File: config.mk
export PLATFORM = sky130hd
export DESIGN_NAME = pulse_width_unit
export DESIGN_NICKNAME = d
export VERILOG_FILES = /design/src/inc/pwm_pkg.sv /design/src/hdl/pulse_width_unit.sv /design/src/hdl/pwm_clock_gen.sv /design/src/hdl/pwm_pulse_div.sv
export VERILOG_INCLUDE_DIRS = /design/src /design/src/inc
export SDC_FILE = /design/constraint.sdc
export NUM_CORES = 1
export LEC_CHECK = 0
export BUFFER_PORTS_ARGS = -buffer_cell sky130_fd_sc_hd__buf_2
export CORE_MARGIN = 1.5
export CORE_UTILIZATION = 61
export CTS_CLUSTER_SIZE = 20
export DETAILED_ROUTE_END_ITERATION = 7
export GPL_TIMING_DRIVEN = 1
export PLACE_DENSITY_LB_ADDON = 0.3
export SLEW_MARGIN = 20
export SYNTH_ARGS = -nofsm -noshare
export SYNTH_HDL_FRONTEND = slang
export SYNTH_SLANG_ARGS = --single-unit
File: constraint.sdc
create_clock -name core_clk -period 4.8 [get_ports core_clk]
set_input_delay 0.24 -clock core_clk [delete_from_list [all_inputs] [get_ports core_clk]]
set_output_delay 0.24 -clock core_clk [all_outputs]
set_load 0.05 [all_outputs]
File: src/inc/pwm_consts.svh
// constants for the six-channel pulse width unit: register offsets, field codes,
// counter limits and reset values. assumes an 8-bit register port.
`ifndef PWM_CONSTS_SVH
`define PWM_CONSTS_SVH

// register offsets (byte addresses on the register port)
`define PWM_ADDR_PRESCALE_BASE 8'h00
`define PWM_ADDR_DUTY_BASE 8'h08
`define PWM_ADDR_OUTPUT_CONTROL 8'h10
`define PWM_ADDR_POLARITY 8'h11
`define PWM_ADDR_PAIR_MODE 8'h12
`define PWM_ADDR_DIVISION_SELECT 8'h13
`define PWM_ADDR_MODULE_STOP 8'h14
`define PWM_ADDR_PIN_STATUS 8'h15
`define PWM_ADDR_BLOCK_MASK 8'hf8

// pair mode field codes, two bits per channel pair
`define PWM_PAIR_8BIT 2'h0
`define PWM_PAIR_12BIT 2'h1
`define PWM_PAIR_16BIT 2'h2
`define PWM_PAIR_FIELD_W 2

// last duty counter value before overflow in each mode
`define PWM_LIMIT_SINGLE8 16'h00fe
`define PWM_LIMIT_SINGLE12 16'h0ffe
`define PWM_LIMIT_SINGLE16 16'hfffe
`define PWM_LIMIT_DIV8 16'h00ff

// field positions
`define PWM_HI12_MSB 3
`define PWM_DIV_SLOT_LAST 4'hf

// reset values
`define PWM_RESET_BYTE 8'h00
`define PWM_RESET_MODULE_STOP 1'b1

`endif

File: src/inc/pwm_pkg.sv
// types shared by the pulse width unit and its bench.
// assumes pwm_consts.svh supplies the numeric constants.
package pwm_pkg;

	typedef enum logic [1:0] {
		MODE_SINGLE8,
		MODE_SINGLE12,
		MODE_SINGLE16,
		MODE_DIV8
	} chan_mode_e;

	typedef struct packed {
		logic [7:0] addr;
		logic [7:0] wrData;
		logic wrStrobe;
		logic rdStrobe;
	} reg_req_s;

endpackage

File: src/hdl/pulse_width_unit.sv
// six-channel pulse width unit: registers, duty counters, cascading and pins.
// assumes a synchronous byte-wide register port and pins feeding a filter.
`timescale 1ns/1ps
`include "pwm_consts.svh"
module pulse_width_unit #(
	parameter int CHANNELS = 6
) (
	input wire logic core_clk,
	input wire logic arst_n,
	input wire pwm_pkg::reg_req_s regReq,
	output logic [7:0] rdData,
	output logic [CHANNELS-1:0] pwmOut
);
	localparam int PAIRS = CHANNELS / 2;

	generate
		if (CHANNELS < 2 || CHANNELS > 8 || CHANNELS % 2 != 0) begin : gen_bad_channels
			$error("CHANNELS must be even and between 2 and 8");
		end
	endgenerate

	// software-visible settings
	logic [7:0] prescaleSetting [CHANNELS];
	logic [7:0] dutySetting [CHANNELS];
	logic [CHANNELS-1:0] channelOutputEnable;
	logic [CHANNELS-1:0] addedPulsePolarity;
	logic [2*PAIRS-1:0] pairMode;
	logic [CHANNELS-1:0] divisionSelect;
	logic moduleStop;

	// working state
	logic [7:0] dutyLatch [CHANNELS];
	logic [15:0] dutyCount [CHANNELS];
	logic [CHANNELS-1:0] run;
	logic [CHANNELS-1:0] tick;
	logic [CHANNELS-1:0] overflow;
	logic [CHANNELS-1:0] divLevel;
	pwm_pkg::chan_mode_e chanMode [CHANNELS];

	logic wrAccess;
	logic rdAccess;
	logic [7:0] next_rdData;

	// register window decode: true when addr hits an existing channel of the block
	function automatic logic inBlock(input logic [7:0] addr, input logic [7:0] base);
		return (addr & `PWM_ADDR_BLOCK_MASK) == base && 32'(addr[2:0]) < CHANNELS;
	endfunction

	function automatic logic [15:0] limitFor(input pwm_pkg::chan_mode_e mode);
		case (mode)
			pwm_pkg::MODE_SINGLE12: limitFor = `PWM_LIMIT_SINGLE12;
			pwm_pkg::MODE_SINGLE16: limitFor = `PWM_LIMIT_SINGLE16;
			pwm_pkg::MODE_DIV8: limitFor = `PWM_LIMIT_DIV8;
			default: limitFor = `PWM_LIMIT_SINGLE8;
		endcase
	endfunction

	// while stopped only the module stop register answers
	assign wrAccess = regReq.wrStrobe && !moduleStop;
	assign rdAccess = regReq.rdStrobe && !moduleStop;

	always_ff @(posedge core_clk or negedge arst_n) begin
		if (!arst_n) begin
			moduleStop <= `PWM_RESET_MODULE_STOP;
		end else if (regReq.wrStrobe && regReq.addr == `PWM_ADDR_MODULE_STOP) begin
			moduleStop <= regReq.wrData[0];
		end
	end

	always_ff @(posedge core_clk or negedge arst_n) begin
		if (!arst_n) begin
			channelOutputEnable <= '0;
		end else if (wrAccess && regReq.addr == `PWM_ADDR_OUTPUT_CONTROL) begin
			channelOutputEnable <= regReq.wrData[CHANNELS-1:0];
		end
	end

	always_ff @(posedge core_clk or negedge arst_n) begin
		if (!arst_n) begin
			addedPulsePolarity <= '0;
		end else if (wrAccess && regReq.addr == `PWM_ADDR_POLARITY) begin
			addedPulsePolarity <= regReq.wrData[CHANNELS-1:0];
		end
	end

	always_ff @(posedge core_clk or negedge arst_n) begin
		if (!arst_n) begin
			pairMode <= '0;
		end else if (wrAccess && regReq.addr == `PWM_ADDR_PAIR_MODE) begin
			pairMode <= regReq.wrData[2*PAIRS-1:0];
		end
	end

	always_ff @(posedge core_clk or negedge arst_n) begin
		if (!arst_n) begin
			divisionSelect <= '0;
		end else if (wrAccess && regReq.addr == `PWM_ADDR_DIVISION_SELECT) begin
			divisionSelect <= regReq.wrData[CHANNELS-1:0];
		end
	end

	// wide duty values arrive as two single-byte writes; the pair only takes
	// them at the next joint overflow, so a half-written value can show for at
	// most one period if the high byte is written late
	always_ff @(posedge core_clk or negedge arst_n) begin
		if (!arst_n) begin
			for (int i = 0; i < CHANNELS; i++) begin
				prescaleSetting[i] <= `PWM_RESET_BYTE;
				dutySetting[i] <= `PWM_RESET_BYTE;
			end
		end else if (wrAccess) begin
			if (inBlock(regReq.addr, `PWM_ADDR_PRESCALE_BASE)) begin
				prescaleSetting[regReq.addr[2:0]] <= regReq.wrData;
			end
			if (inBlock(regReq.addr, `PWM_ADDR_DUTY_BASE)) begin
				dutySetting[regReq.addr[2:0]] <= regReq.wrData;
			end
		end
	end

	// read data stand in the cycle after the strobe only
	always_comb begin
		next_rdData = `PWM_RESET_BYTE;
		if (regReq.rdStrobe && regReq.addr == `PWM_ADDR_MODULE_STOP) begin
			next_rdData = {7'h00, moduleStop};
		end else if (rdAccess) begin
			if (inBlock(regReq.addr, `PWM_ADDR_PRESCALE_BASE)) begin
				next_rdData = prescaleSetting[regReq.addr[2:0]];
			end else if (inBlock(regReq.addr, `PWM_ADDR_DUTY_BASE)) begin
				next_rdData = dutySetting[regReq.addr[2:0]];
			end else begin
				case (regReq.addr)
					`PWM_ADDR_OUTPUT_CONTROL: next_rdData = 8'(channelOutputEnable);
					`PWM_ADDR_POLARITY: next_rdData = 8'(addedPulsePolarity);
					`PWM_ADDR_PAIR_MODE: next_rdData = 8'(pairMode);
					`PWM_ADDR_DIVISION_SELECT: next_rdData = 8'(divisionSelect);
					`PWM_ADDR_PIN_STATUS: next_rdData = 8'(pwmOut);
					default: next_rdData = `PWM_RESET_BYTE;
				endcase
			end
		end
	end

	always_ff @(posedge core_clk or negedge arst_n) begin
		if (!arst_n) begin
			rdData <= `PWM_RESET_BYTE;
		end else begin
			rdData <= next_rdData;
		end
	end

	genvar c;
	generate
		for (c = 0; c < CHANNELS; c++) begin : gen_chan
			localparam int EVEN = c - c % 2;
			localparam int ODD = EVEN + 1;
			logic [1:0] modeField;
			logic cascaded;
			logic leader;
			logic load;
			logic [15:0] dutyValue;
			logic level;

			assign modeField = pairMode[`PWM_PAIR_FIELD_W*(c/2) +: `PWM_PAIR_FIELD_W];
			// setting 3 is prohibited and falls back to independent 8-bit channels
			assign cascaded = modeField == `PWM_PAIR_12BIT || modeField == `PWM_PAIR_16BIT;
			// in a cascaded pair the odd channel's counters and prescaler sleep
			assign leader = c % 2 == 0 || !cascaded;

			always_comb begin
				if (modeField == `PWM_PAIR_12BIT) begin
					chanMode[c] = pwm_pkg::MODE_SINGLE12;
				end else if (modeField == `PWM_PAIR_16BIT) begin
					chanMode[c] = pwm_pkg::MODE_SINGLE16;
				end else if (divisionSelect[c]) begin
					chanMode[c] = pwm_pkg::MODE_DIV8;
				end else begin
					chanMode[c] = pwm_pkg::MODE_SINGLE8;
				end
			end

			// run is the pair leader's enable; disabled channels hold counters idle
			always_ff @(posedge core_clk or negedge arst_n) begin
				if (!arst_n) begin
					run[c] <= 1'b0;
				end else begin
					run[c] <= channelOutputEnable[c] && leader && !moduleStop;
				end
			end

			pwm_clock_gen u_clock_gen (
				.core_clk(core_clk),
				.arst_n(arst_n),
				.run(run[c]),
				.prescaleSetting(prescaleSetting[c]),
				.tick(tick[c])
			);

			assign overflow[c] = tick[c] && dutyCount[c] == limitFor(chanMode[c]);

			always_ff @(posedge core_clk or negedge arst_n) begin
				if (!arst_n) begin
					dutyCount[c] <= '0;
				end else if (!run[c]) begin
					dutyCount[c] <= '0;
				end else if (overflow[c]) begin
					dutyCount[c] <= '0;
				end else if (tick[c]) begin
					dutyCount[c] <= dutyCount[c] + 16'h0001;
				end
			end

			// the odd latch of a cascaded pair follows the even channel's counter,
			// so both bytes change together
			assign load = cascaded ? (!run[EVEN] || overflow[EVEN]) : (!run[c] || overflow[c]);

			always_ff @(posedge core_clk or negedge arst_n) begin
				if (!arst_n) begin
					dutyLatch[c] <= `PWM_RESET_BYTE;
				end else if (load) begin
					dutyLatch[c] <= dutySetting[c];
				end
			end

			if (c % 2 == 0) begin : gen_value
				always_comb begin
					case (chanMode[c])
						pwm_pkg::MODE_SINGLE12: dutyValue = {4'h0, dutyLatch[ODD][`PWM_HI12_MSB:0],
							dutyLatch[c]};
						pwm_pkg::MODE_SINGLE16: dutyValue = {dutyLatch[ODD], dutyLatch[c]};
						default: dutyValue = {8'h00, dutyLatch[c]};
					endcase
				end
			end else begin : gen_value
				assign dutyValue = {8'h00, dutyLatch[c]};
			end

			pwm_pulse_div u_pulse_div (
				.position(dutyCount[c][7:0]),
				.dutyLatch(dutyLatch[c]),
				.polarity(addedPulsePolarity[c]),
				.level(divLevel[c])
			);

			// position 0 at start, so any nonzero duty begins high; in division mode only a nonzero upper nibble does
			assign level = chanMode[c] == pwm_pkg::MODE_DIV8 ? divLevel[c] :
				dutyCount[c] < dutyValue;

			always_ff @(posedge core_clk or negedge arst_n) begin
				if (!arst_n) begin
					pwmOut[c] <= 1'b0;
				end else begin
					pwmOut[c] <= run[c] && level;
				end
			end
		end
	endgenerate
endmodule

File: src/hdl/pwm_clock_gen.sv
// prescaler of one channel: a down counter reloaded from the prescale latch.
// assumes run is a registered level from the top module.
`timescale 1ns/1ps
`include "pwm_consts.svh"
module pwm_clock_gen (
	input wire logic core_clk,
	input wire logic arst_n,
	input wire logic run,
	input wire logic [7:0] prescaleSetting,
	output logic tick
);
	logic [7:0] prescaleLatch;
	logic [7:0] genCount;

	// idle: latch follows the setting so the first period already uses it
	always_ff @(posedge core_clk or negedge arst_n) begin
		if (!arst_n) begin
			prescaleLatch <= `PWM_RESET_BYTE;
		end else if (!run || genCount == `PWM_RESET_BYTE) begin
			prescaleLatch <= prescaleSetting;
		end
	end

	always_ff @(posedge core_clk or negedge arst_n) begin
		if (!arst_n) begin
			genCount <= `PWM_RESET_BYTE;
		end else if (!run) begin
			genCount <= prescaleSetting;
		end else if (genCount == `PWM_RESET_BYTE) begin
			// running periods count from the latch, so a setting written mid-period
			// cannot stretch or cut the tick in progress
			genCount <= prescaleLatch;
		end else begin
			genCount <= genCount - 8'h01;
		end
	end

	// one tick per n+1 clocks
	assign tick = run && genCount == `PWM_RESET_BYTE;
endmodule

File: src/hdl/pwm_pulse_div.sv
// output level of one channel in pulse-division mode, from the duty counter
// position and the latched duty byte. purely combinational.
`timescale 1ns/1ps
`include "pwm_consts.svh"
module pwm_pulse_div (
	input wire logic [7:0] position,
	input wire logic [7:0] dutyLatch,
	input wire logic polarity,
	output logic level
);
	// rank of a basic pulse in the spreading order 15,7,11,3,...: the bit
	// reverse of its complement; basic pulse 0 gets rank 15 and is never used
	function automatic logic chosen(input logic [3:0] basicNum, input logic [3:0] count);
		logic [3:0] inv;
		logic [3:0] rank;
		inv = ~basicNum;
		rank = {inv[0], inv[1], inv[2], inv[3]};
		return rank < count;
	endfunction

	logic [3:0] slot;
	logic [3:0] basicNum;
	logic [3:0] nextBasic;
	logic basicHigh;
	logic addedHigh;

	assign slot = position[3:0];
	assign basicNum = position[7:4];
	assign nextBasic = basicNum + 4'h1;
	assign basicHigh = slot < dutyLatch[7:4];

	always_comb begin
		if (!polarity) begin
			// one slot high right before the rise of the chosen basic pulse, also
			// when the upper bits are zero and no rise exists
			addedHigh = slot == `PWM_DIV_SLOT_LAST && chosen(nextBasic, dutyLatch[3:0]);
		end else begin
			addedHigh = slot == dutyLatch[7:4] && chosen(basicNum, dutyLatch[3:0]);
		end
	end

	assign level = basicHigh || addedHigh;
endmodule

==> impl_summary.md, run 1 <==
Status
The run finished with clean final reports.

Layout
Summing all multi-input logic gate instances after layout gives 11300 µm². The area growth from synthesis to layout is 9.81%. The library cell used most frequently in the layout, excluding fill and tap cells, is dfrtp_1. The count of nets after finishing is 2294. In the layout the commonest cells are 380 x dfrtp_1, 208 x mux2_2, 192 x nand2_1.

The filler-free cell count of the finished design is between 2k and 3k. In the final layout, flip-flops and latches occupy roughly 9500 µm². The fill cell instance count of the final layout is 2597. In the final layout, the share of cells above drive strength 1 is 0.170.

CTS
Clock-pin slew was measured on the worst setup and hold paths at approximately 60 ps. The CTS root buffer is clkbuf_16. The clock reaches the later pin of the worst-skew pair after 570 ps.

The total clock sinks is between 300 and 400. The number of instances resized during post-cts repair is 0. The buffer depth of the longest clock path is 3. The post-CTS setup repair buffer count is 0. TritonCTS built the clock tree.

The H-tree was split into 2 levels. The number of buffers inserted during clock tree synthesis is between 40 and 50. The hold buffer count at cts is 2.

Flow run
The number of maximum-capacitance violations is 0.

Power and ir drop
The reported leakage power is between 10 and 15 nW. The combinational group share of total power is 0.121. The power density over cell area is about 330 nW/µm². The maximum ir drop on the vdd rail is 0.323 mV. The switching power as a share of total power is 0.265. The proportion of power drawn by the clock network is 0.439. The net switching power is about 2.1 mW. The internal portion of the total power is ~5.8 mW. Of the total power, registers draw 0.440.

Routing
After detailed routing, the total wire length is around 53000 µm. In the routed layout, each cell is associated on average with a via count of a little over 6. In the routed design, unresolved DRC markers number 0.

The detailed router finished its first iteration with between 1k and 1.5k violations. The count of nets left with antenna violations once routing finished came out at 0. For this run, the detailed router's first-pass iteration total came to 6.

Detailed routing inserted a total of roughly 16k vias. The average routed wire per standard cell is between 20 and 25 µm.

Yosys
The Yosys step of the flow raised 0 warnings. The post-synth net total is 2268. The dominant combinational cell family by area after synthesis is multiplexers. The post-synthesis instance total is ~2.1k. The area share of the leading cell type in the synthesized netlist is 0.441. The compound-cell area share of the yosys netlist was 0.0918. The number of different library cells used by synthesis comes to 69. Among all flip-flop cells after synthesis, the most frequent one is dfrtp_1. The sequential area share after synthesis is 0.442. In this run the mean area of a mapped cell was approximately 10 µm².

The netlist area before placement is ~22000 µm². The register bit total from synthesis is 381. The post-synthesis mux area share is 0.150.

Ranked by total cell area, the synthesized netlist is headed by dfrtp_1 44%, mux2_2 11%, ha_1 9.7%, nand2_1 3.3%, nor2_1 3.0%. Of the total synthesized cell area, the portion taken by XOR and XNOR cells is 0.0491. The number of synthesized flops with an enable pin is 0. Of the total synthesized cell area, the portion taken by AND, OR, NAND and NOR gates is 0.137. The adder-cell share of the synthesized area is 0.0968. Of all flip-flops after synthesis, the portion carrying an async set or reset was 1.00. dfrtp_1 takes more of the synthesized area than any other cell.

Worst hold path
In this run the worst hold path is classified as primary input to flip-flop. The cell depth of the worst min-delay path is 3.

Floorplan
The area of the die is 36500 µm². After floorplanning, the core was sized to cover 34700 µm². The effective utilization at floorplan is 0.622. The chip height is ~190 µm. After floorplanning, the core was divided into 68 placement rows. The floorplan step set the die width to 191 µm. The count of pins on the block boundary is 34.

Critical path
STA puts the critical path data arrival time at 3850 ps. The worst reg2reg path depth is 11. Along the worst path, the maximum fanout reaches 16. The type of the setup path with the least slack is flip-flop to flip-flop. The worst setup path is launched from a flip-flop. For the worst setup path, the data required time is around 5200 ps.

The critical path endpoint category is a flip-flop.

Place
The number of buffer cells added on primary ports is 33. The sum of net half-perimeters after detailed placement is roughly 37000 µm. The weighted congestion reported at the end of routability-driven placement is just over 0.9. The cell count after placement is ~2.5k.

GRT
Across every metal layer, demand over resource in global routing totals 0.301. The initial antenna violation count is 2. Entering global routing, the biggest net connects between 150 and 200 pins. The first-pass GRT wire length is 86500 µm. The via count of the first global-routing pass is roughly 16k. The remaining global-route overflow is 0.

STA
Setup repair after global routing left no endpoint under its margin. The ratio of final minimum period to clock period is 0.711. At the pin with the least slew margin, the transition time is around 970 ps. The number of endpoints failing setup at the final stage is 0. The final number of max-transition violations is 0. Across the routed clock network, the largest skew measured is roughly 18 ps. The number of hold violations in the final report is 0.

For the finished layout, the period the worst path requires is 3420 ps. In the final timing run, aggregate negative setup slack is 0 ps. The maximum operating frequency is roughly 290 MHz. The headroom to the max-slew limit is 0.346.
## layout make-up
class                      instances  share of cell area
sequential                       381               0.402
antenna                            2            0.000211
timing repair buffer              49              0.0138
clock inverter                    20              0.0135
clock buffer                      55              0.0485
multi-input combinational       1510               0.478
inverter                         123              0.0195
tap                              455              0.0240
## metrics by stage
| step | setup WS (ps) | total power [mW] | hold slack, ps | util | cell area [µm²] |
|---|---|---|---|---|---|
| 3_5_place_dp | 1400 | 4.43 | 191 | 0.640 | 22200 |
| 4_1_cts | 1390 | 7.89 | 43.6 | 0.683 | 23700 |
| 6_report | 1380 | 7.84 | 71.6 | 0.683 | 23700 |
| 5_1_grt | 1070 | 8.14 | 66.3 | 0.683 | 23700 |
| 3_3_place_gp | 1480 | 4.39 | 187 | 0.640 | 22200 |
| 2_1_floorplan | 2120 | 4.14 | -55.6 | - | 21600 |
## worst max-delay path, cell delays in order (launching register included)
cell and delay, ps:
dfrtp_1 420, inv_1 110, ha_1 260, inv_1 60, a21oi_1 210, inv_1 70, ha_1 250, xnor2_1 170
nand4_1 190, o41ai_4 850, mux2_4 400, mux2_4 320
## path summary, 6_finish.rpt
| path | slack (ps) | endpoint | start |
|---|---|---|---|
| max in group asynchronous | 3400 | prescaleSetting[0]$_DFFE_PN0P_ | arst_n |
| worst max register to register | 1380 | dutyLatch[7]$_DFFE_PN0P_ | pairMode[4]$_DFFE_PN0P_ |
| worst min register to register | 470 | gen_chan[1].u_clock_gen.prescaleLatch[0]$_DFFE_PN0P_ | gen_chan[1].u_clock_gen.prescaleLatch[0]$_DFFE_PN0P_ |
| worst min-delay path | 70 | moduleStop$_DFFE_PN1P_ | regReq[1] |
| min in group asynchronous | 180 | dutyCount[72]$_DFFE_PN0P_ | arst_n |
| worst max-delay path | 1380 | dutyLatch[7]$_DFFE_PN0P_ | pairMode[4]$_DFFE_PN0P_ |
## Yosys cell counts (4+ instances only)
library cell and count:
nand2_1 192, ha_1 167, a21o_1 22, o21ai_0 105, inv_1 122, and3_1 17, buf_2 9, or3_1 8
nand4_1 32, and2_1 5, o22ai_1 9, nand2b_1 13, nor3_1 37, a31oi_1 8, dfrtp_1 380, nand3_1 58
nor2b_1 23, a211oi_1 14, a21oi_1 104, mux2_2 208, nor2_1 175, o31ai_1 8, mux2_4 9, nor3b_1 12
and4_1 7, nor4_1 14, a21boi_0 4, clkbuf_1 51, xor2_1 55, o21a_1 13, o211ai_1 12, mux2i_1 33
mux4_2 18, xnor2_1 66, or4_1 13, buf_1 6
## layer usage
layer  wire [µm]  track usage  up-vias
li1            -            -     7407
met3        3510       0.0569      111
met2       25300        0.491      502
met1       22500        0.399     8009
met4        1670        0.114        0
met5           0            0        -
## power groups by stage
stage	Combinational, mW	Sequential (mW)	Clock (mW)
2_1_floorplan	0.696	3.45	0
5_1_grt	1.06	3.46	3.62
4_1_cts	0.948	3.45	3.50
3_5_place_dp	0.929	3.50	0
3_3_place_gp	0.892	3.50	0
6_report	0.948	3.45	3.44
## state kept, by name (all words and copies together) (netlist names)
register and flops:
pwmOut 6, dutyLatch 48, gen_chan.u_clock_gen.genCount 48, moduleStop 1, rdData 8, channelOutputEnable 6, gen_chan.u_clock_gen.prescaleLatch 48, divisionSelect 6
dutyCount 96, pairMode 6, run 6, dutySetting 48, addedPulsePolarity 6, prescaleSetting 48
## cells by family after synthesis
kind of cell / after synthesis
fa+ha+maj: 167
mux: 269
compound gates: 330
xor+xnor: 121
flops: 381
simple gates: 623
buf+inv: 190
Power figures use the tool's default switching activity.
==> run 2: changes to the inputs <==
--- a/config.mk
+++ b/config.mk
@@ -8,7 +8,7 @@
 export LEC_CHECK = 0
 export BUFFER_PORTS_ARGS = -buffer_cell sky130_fd_sc_hd__buf_2
 export CORE_MARGIN = 1.5
-export CORE_UTILIZATION = 61
+export CORE_UTILIZATION = 58
 export CTS_CLUSTER_SIZE = 20
 export DETAILED_ROUTE_END_ITERATION = 7
 export GPL_TIMING_DRIVEN = 1
==> constraint.sdc (replaced) <==
create_clock -name core_clk -period 3.1 [get_ports core_clk]
set_input_delay 0.155 -clock core_clk [delete_from_list [all_inputs] [get_ports core_clk]]
set_output_delay 0.155 -clock core_clk [all_outputs]
set_load 0.05 [all_outputs]
==> impl_summary.md, run 2 (synthesized netlist as in run 1, its figures left out) <==
Critical path
The slowest stage of the critical path belongs to the cell dfrtp_1. STA classifies the critical path endpoint as a flip-flop. Measured in cells, the most critical reg-to-reg path has a length of 11. The delay of the slowest cell on the worst path is roughly 420 ps. The data arrival time of the worst path is approximately 3300 ps.

The sort of element at the start of the critical path is a flip-flop. The worst setup path is of the flip-flop to flip-flop kind. Of all nets on the critical path, the largest fanout is 8. The critical path buffer and inverter count is 3. The family with the most delay on the worst path is multiplexers. The data required time of the worst path is about 3500 ps. Traced cell by cell, the critical path runs through inv_1 > ha_1 > inv_1 > a21oi_1 > inv_1 > ha_1 > xnor2_1 > nand4_1 > o41ai_4 > mux2_4 > mux2_4. The worst register-to-register path has a setup slack of around 190 ps. The cell count along the critical path is 11. Counting stages on the worst path, the most repeated cell is inv_1.

Routing
The average routed wire per standard cell is 20.0 µm. For this run, design rule violations remaining after detail routing come to 0. After detailed routing, the wire length on met1 is 22900 µm. The met3 wire length is around 3400 µm. The number of vias in the routed layout is ~16k.

The post-detailed-route via-to-cell ratio is 6.11. The first routing iteration left about 1.2k violations. The detail route stage leaves a number of antenna-violating nets equal to 0. Detailed routing placed a total of between 20000 and 25000 µm of wire on met2. The count of TritonRoute iterations in the first routing pass is 7. The final routed wirelength across all metal layers is 52900 µm. After detailed routing, no signal wire sits above met5.

CTS
The H-tree depth is 2. No sink is reached through more buffers than the 3 on the longest clock path. The tree is rooted in a clkbuf_16. Counting the buffers created by CTS gives 42. The clock tree from TritonCTS is built. The post-CTS setup repair buffer count is 0. The total clock sinks is 381. The latest clock arrival within the worst-skew pair is approximately 570 ps.

After clock tree synthesis, the clock-pin slew on the worst setup and hold paths is 60 ps.

GRT
The initial antenna violation count is 4. The first global-routing pass estimated 85600 µm of wire. The remaining global-route overflow is 0. The overall global routing resource usage is 0.281. Entering global routing, the biggest net connects 93 pins. The via count of the first global-routing pass came to roughly 16k.

STA
Setup total negative slack on the finished layout was measured at 0 ps. The ratio of final minimum period to clock period is 0.939. Setup violations remaining at the end of the flow were counted as 0. The maximum operating frequency is around 340 MHz. Setup repair after global routing left no endpoint under its margin. The final number of max-transition violations is 0. The final setup skew is ~20 ps. The number of hold violations in the final report was 0. The headroom to the max-slew limit is 0.486. The tightest hold path in the finished design has a slack of 83.7 ps. The minimum period implied by the final worst setup slack is roughly 2900 ps. The actual transition at the worst max-transition pin is approximately 770 ps.

Status
The run finished with clean final reports.

Power and ir drop
The power density over cell area is 508 nW/µm². The internal portion of the total power is just over 9 mW. The reported leakage power is between 10 and 15 nW. The maximum ir drop on the vdd rail is around 0.5 mV. Of the total power, registers draw 0.437. The combinational group share of total power is 0.129. The switching power as a share of total power is 0.258.

The proportion of power drawn by the clock network is 0.434. The net switching power is 3.15 mW.

Worst hold path
The kind of path behind the tightest hold check is primary input to flip-flop. The cell depth of the worst min-delay path is 3.

Place
In this run the tool buffered the top-level ports with 33 buffer cells. After detailed placement, the design holds a cell count of 2564. Routability-driven placement finished with a final weighted congestion of 0.957. The sum of net half-perimeters after detailed placement is approximately 38000 µm.

Layout
In the layout the commonest cells are 380 x dfrtp_1, 208 x mux2_2, 192 x nand2_1. The area of the multi-input gates is roughly 11000 µm². In the final layout, the share of cells above drive strength 1 is 0.185. The register with the most flip-flops in the layout has 96 of them. Registers take roughly 9500 µm². The fill cell instance count of the final layout is ~2.8k. dutyCount holds more flip-flops than any other register. Excluding fillers, the count of instances in the completed layout stands at about 2.6k. The area growth from synthesis to layout is 11.4%. The library cell used most frequently in the layout, excluding fill and tap cells, is dfrtp_1.

The net count of the finished layout is 2330.

Floorplan
For this design the top-level I/O count stands at 34. The horizontal die dimension is between 150 and 200 µm. The core region is about 37000 µm². The effective utilization at floorplan is 0.590. The chip height is slightly below 200 µm. Row generation in the floorplan step produced 70 rows.

The floorplan step defined a die boundary enclosing 38400 µm².

Flow run
Across the run, the number of max-cap violations was 0.
[run 2: final cells by class]
class / instances / area share
antenna: 3 / 0.000312
clock buffer: 55 / 0.0509
sequential: 381 / 0.396
multi-input combinational: 1510 / 0.472
inverter: 123 / 0.0192
clock inverter: 19 / 0.0107
tap: 468 / 0.0243
timing repair buffer: 85 / 0.0264
[run 2: worst paths after layout]
kind | start | endpoint
max in group asynchronous | arst_n | gen_chan[1].u_clock_gen.prescaleLatch[5]$_DFFE_PN0P_
worst min register to register | gen_chan[1].u_clock_gen.prescaleLatch[4]$_DFFE_PN0P_ | gen_chan[1].u_clock_gen.prescaleLatch[4]$_DFFE_PN0P_
min in group asynchronous | arst_n | gen_chan[2].u_clock_gen.genCount[6]$_DFF_PN0_
worst min-delay path | regReq[13] | rdData[6]$_DFF_PN0_
worst max register to register | pairMode[4]$_DFFE_PN0P_ | dutyLatch[1]$_DFFE_PN0P_
worst max-delay path | pairMode[4]$_DFFE_PN0P_ | dutyLatch[1]$_DFFE_PN0P_
[run 2: tightest hold or removal path: stages]
cell	delay, ps
buf_2	180
o21ai_0	180
nor3_1	70
[run 2: through the flow]
stage          cell area, µm²   util  setup slack [ps]  power, mW
5_1_grt                 24000  0.657              22.8       12.7
6_report                24100  0.657               188       12.2
2_1_floorplan           21600      -               418       6.42
3_5_place_dp            22500  0.615               177       6.97
3_3_place_gp            22500  0.615               301       6.91
4_1_cts                 24000  0.657               162       12.3
[run 2: power by group through the flow]
stage | Combinational [mW] | Sequential (mW) | Clock [mW]
after global routing | 1.76 | 5.35 | 5.58
final | 1.58 | 5.33 | 5.30
after global placement | 1.50 | 5.40 | 0
after detailed placement | 1.55 | 5.41 | 0
after floorplan | 1.08 | 5.34 | 0
after CTS | 1.58 | 5.32 | 5.39
[run 2: what timing repair did]
action                                 4_1_cts  5_1_grt
setup endpoints to repair                    0        8
hold buffers                                 3        0
endpoints found under the hold margin       87        0
resized for setup                            0        1
[run 2: per-layer routing]
| layer | GRT usage | vias to the layer above |
|---|---|---|
| li1 | - | 7501 |
| met1 | 0.380 | 8076 |
| met2 | 0.455 | 460 |
| met3 | 0.0533 | 111 |
| met4 | 0.0980 | 2 |
| met5 | 0 | - |
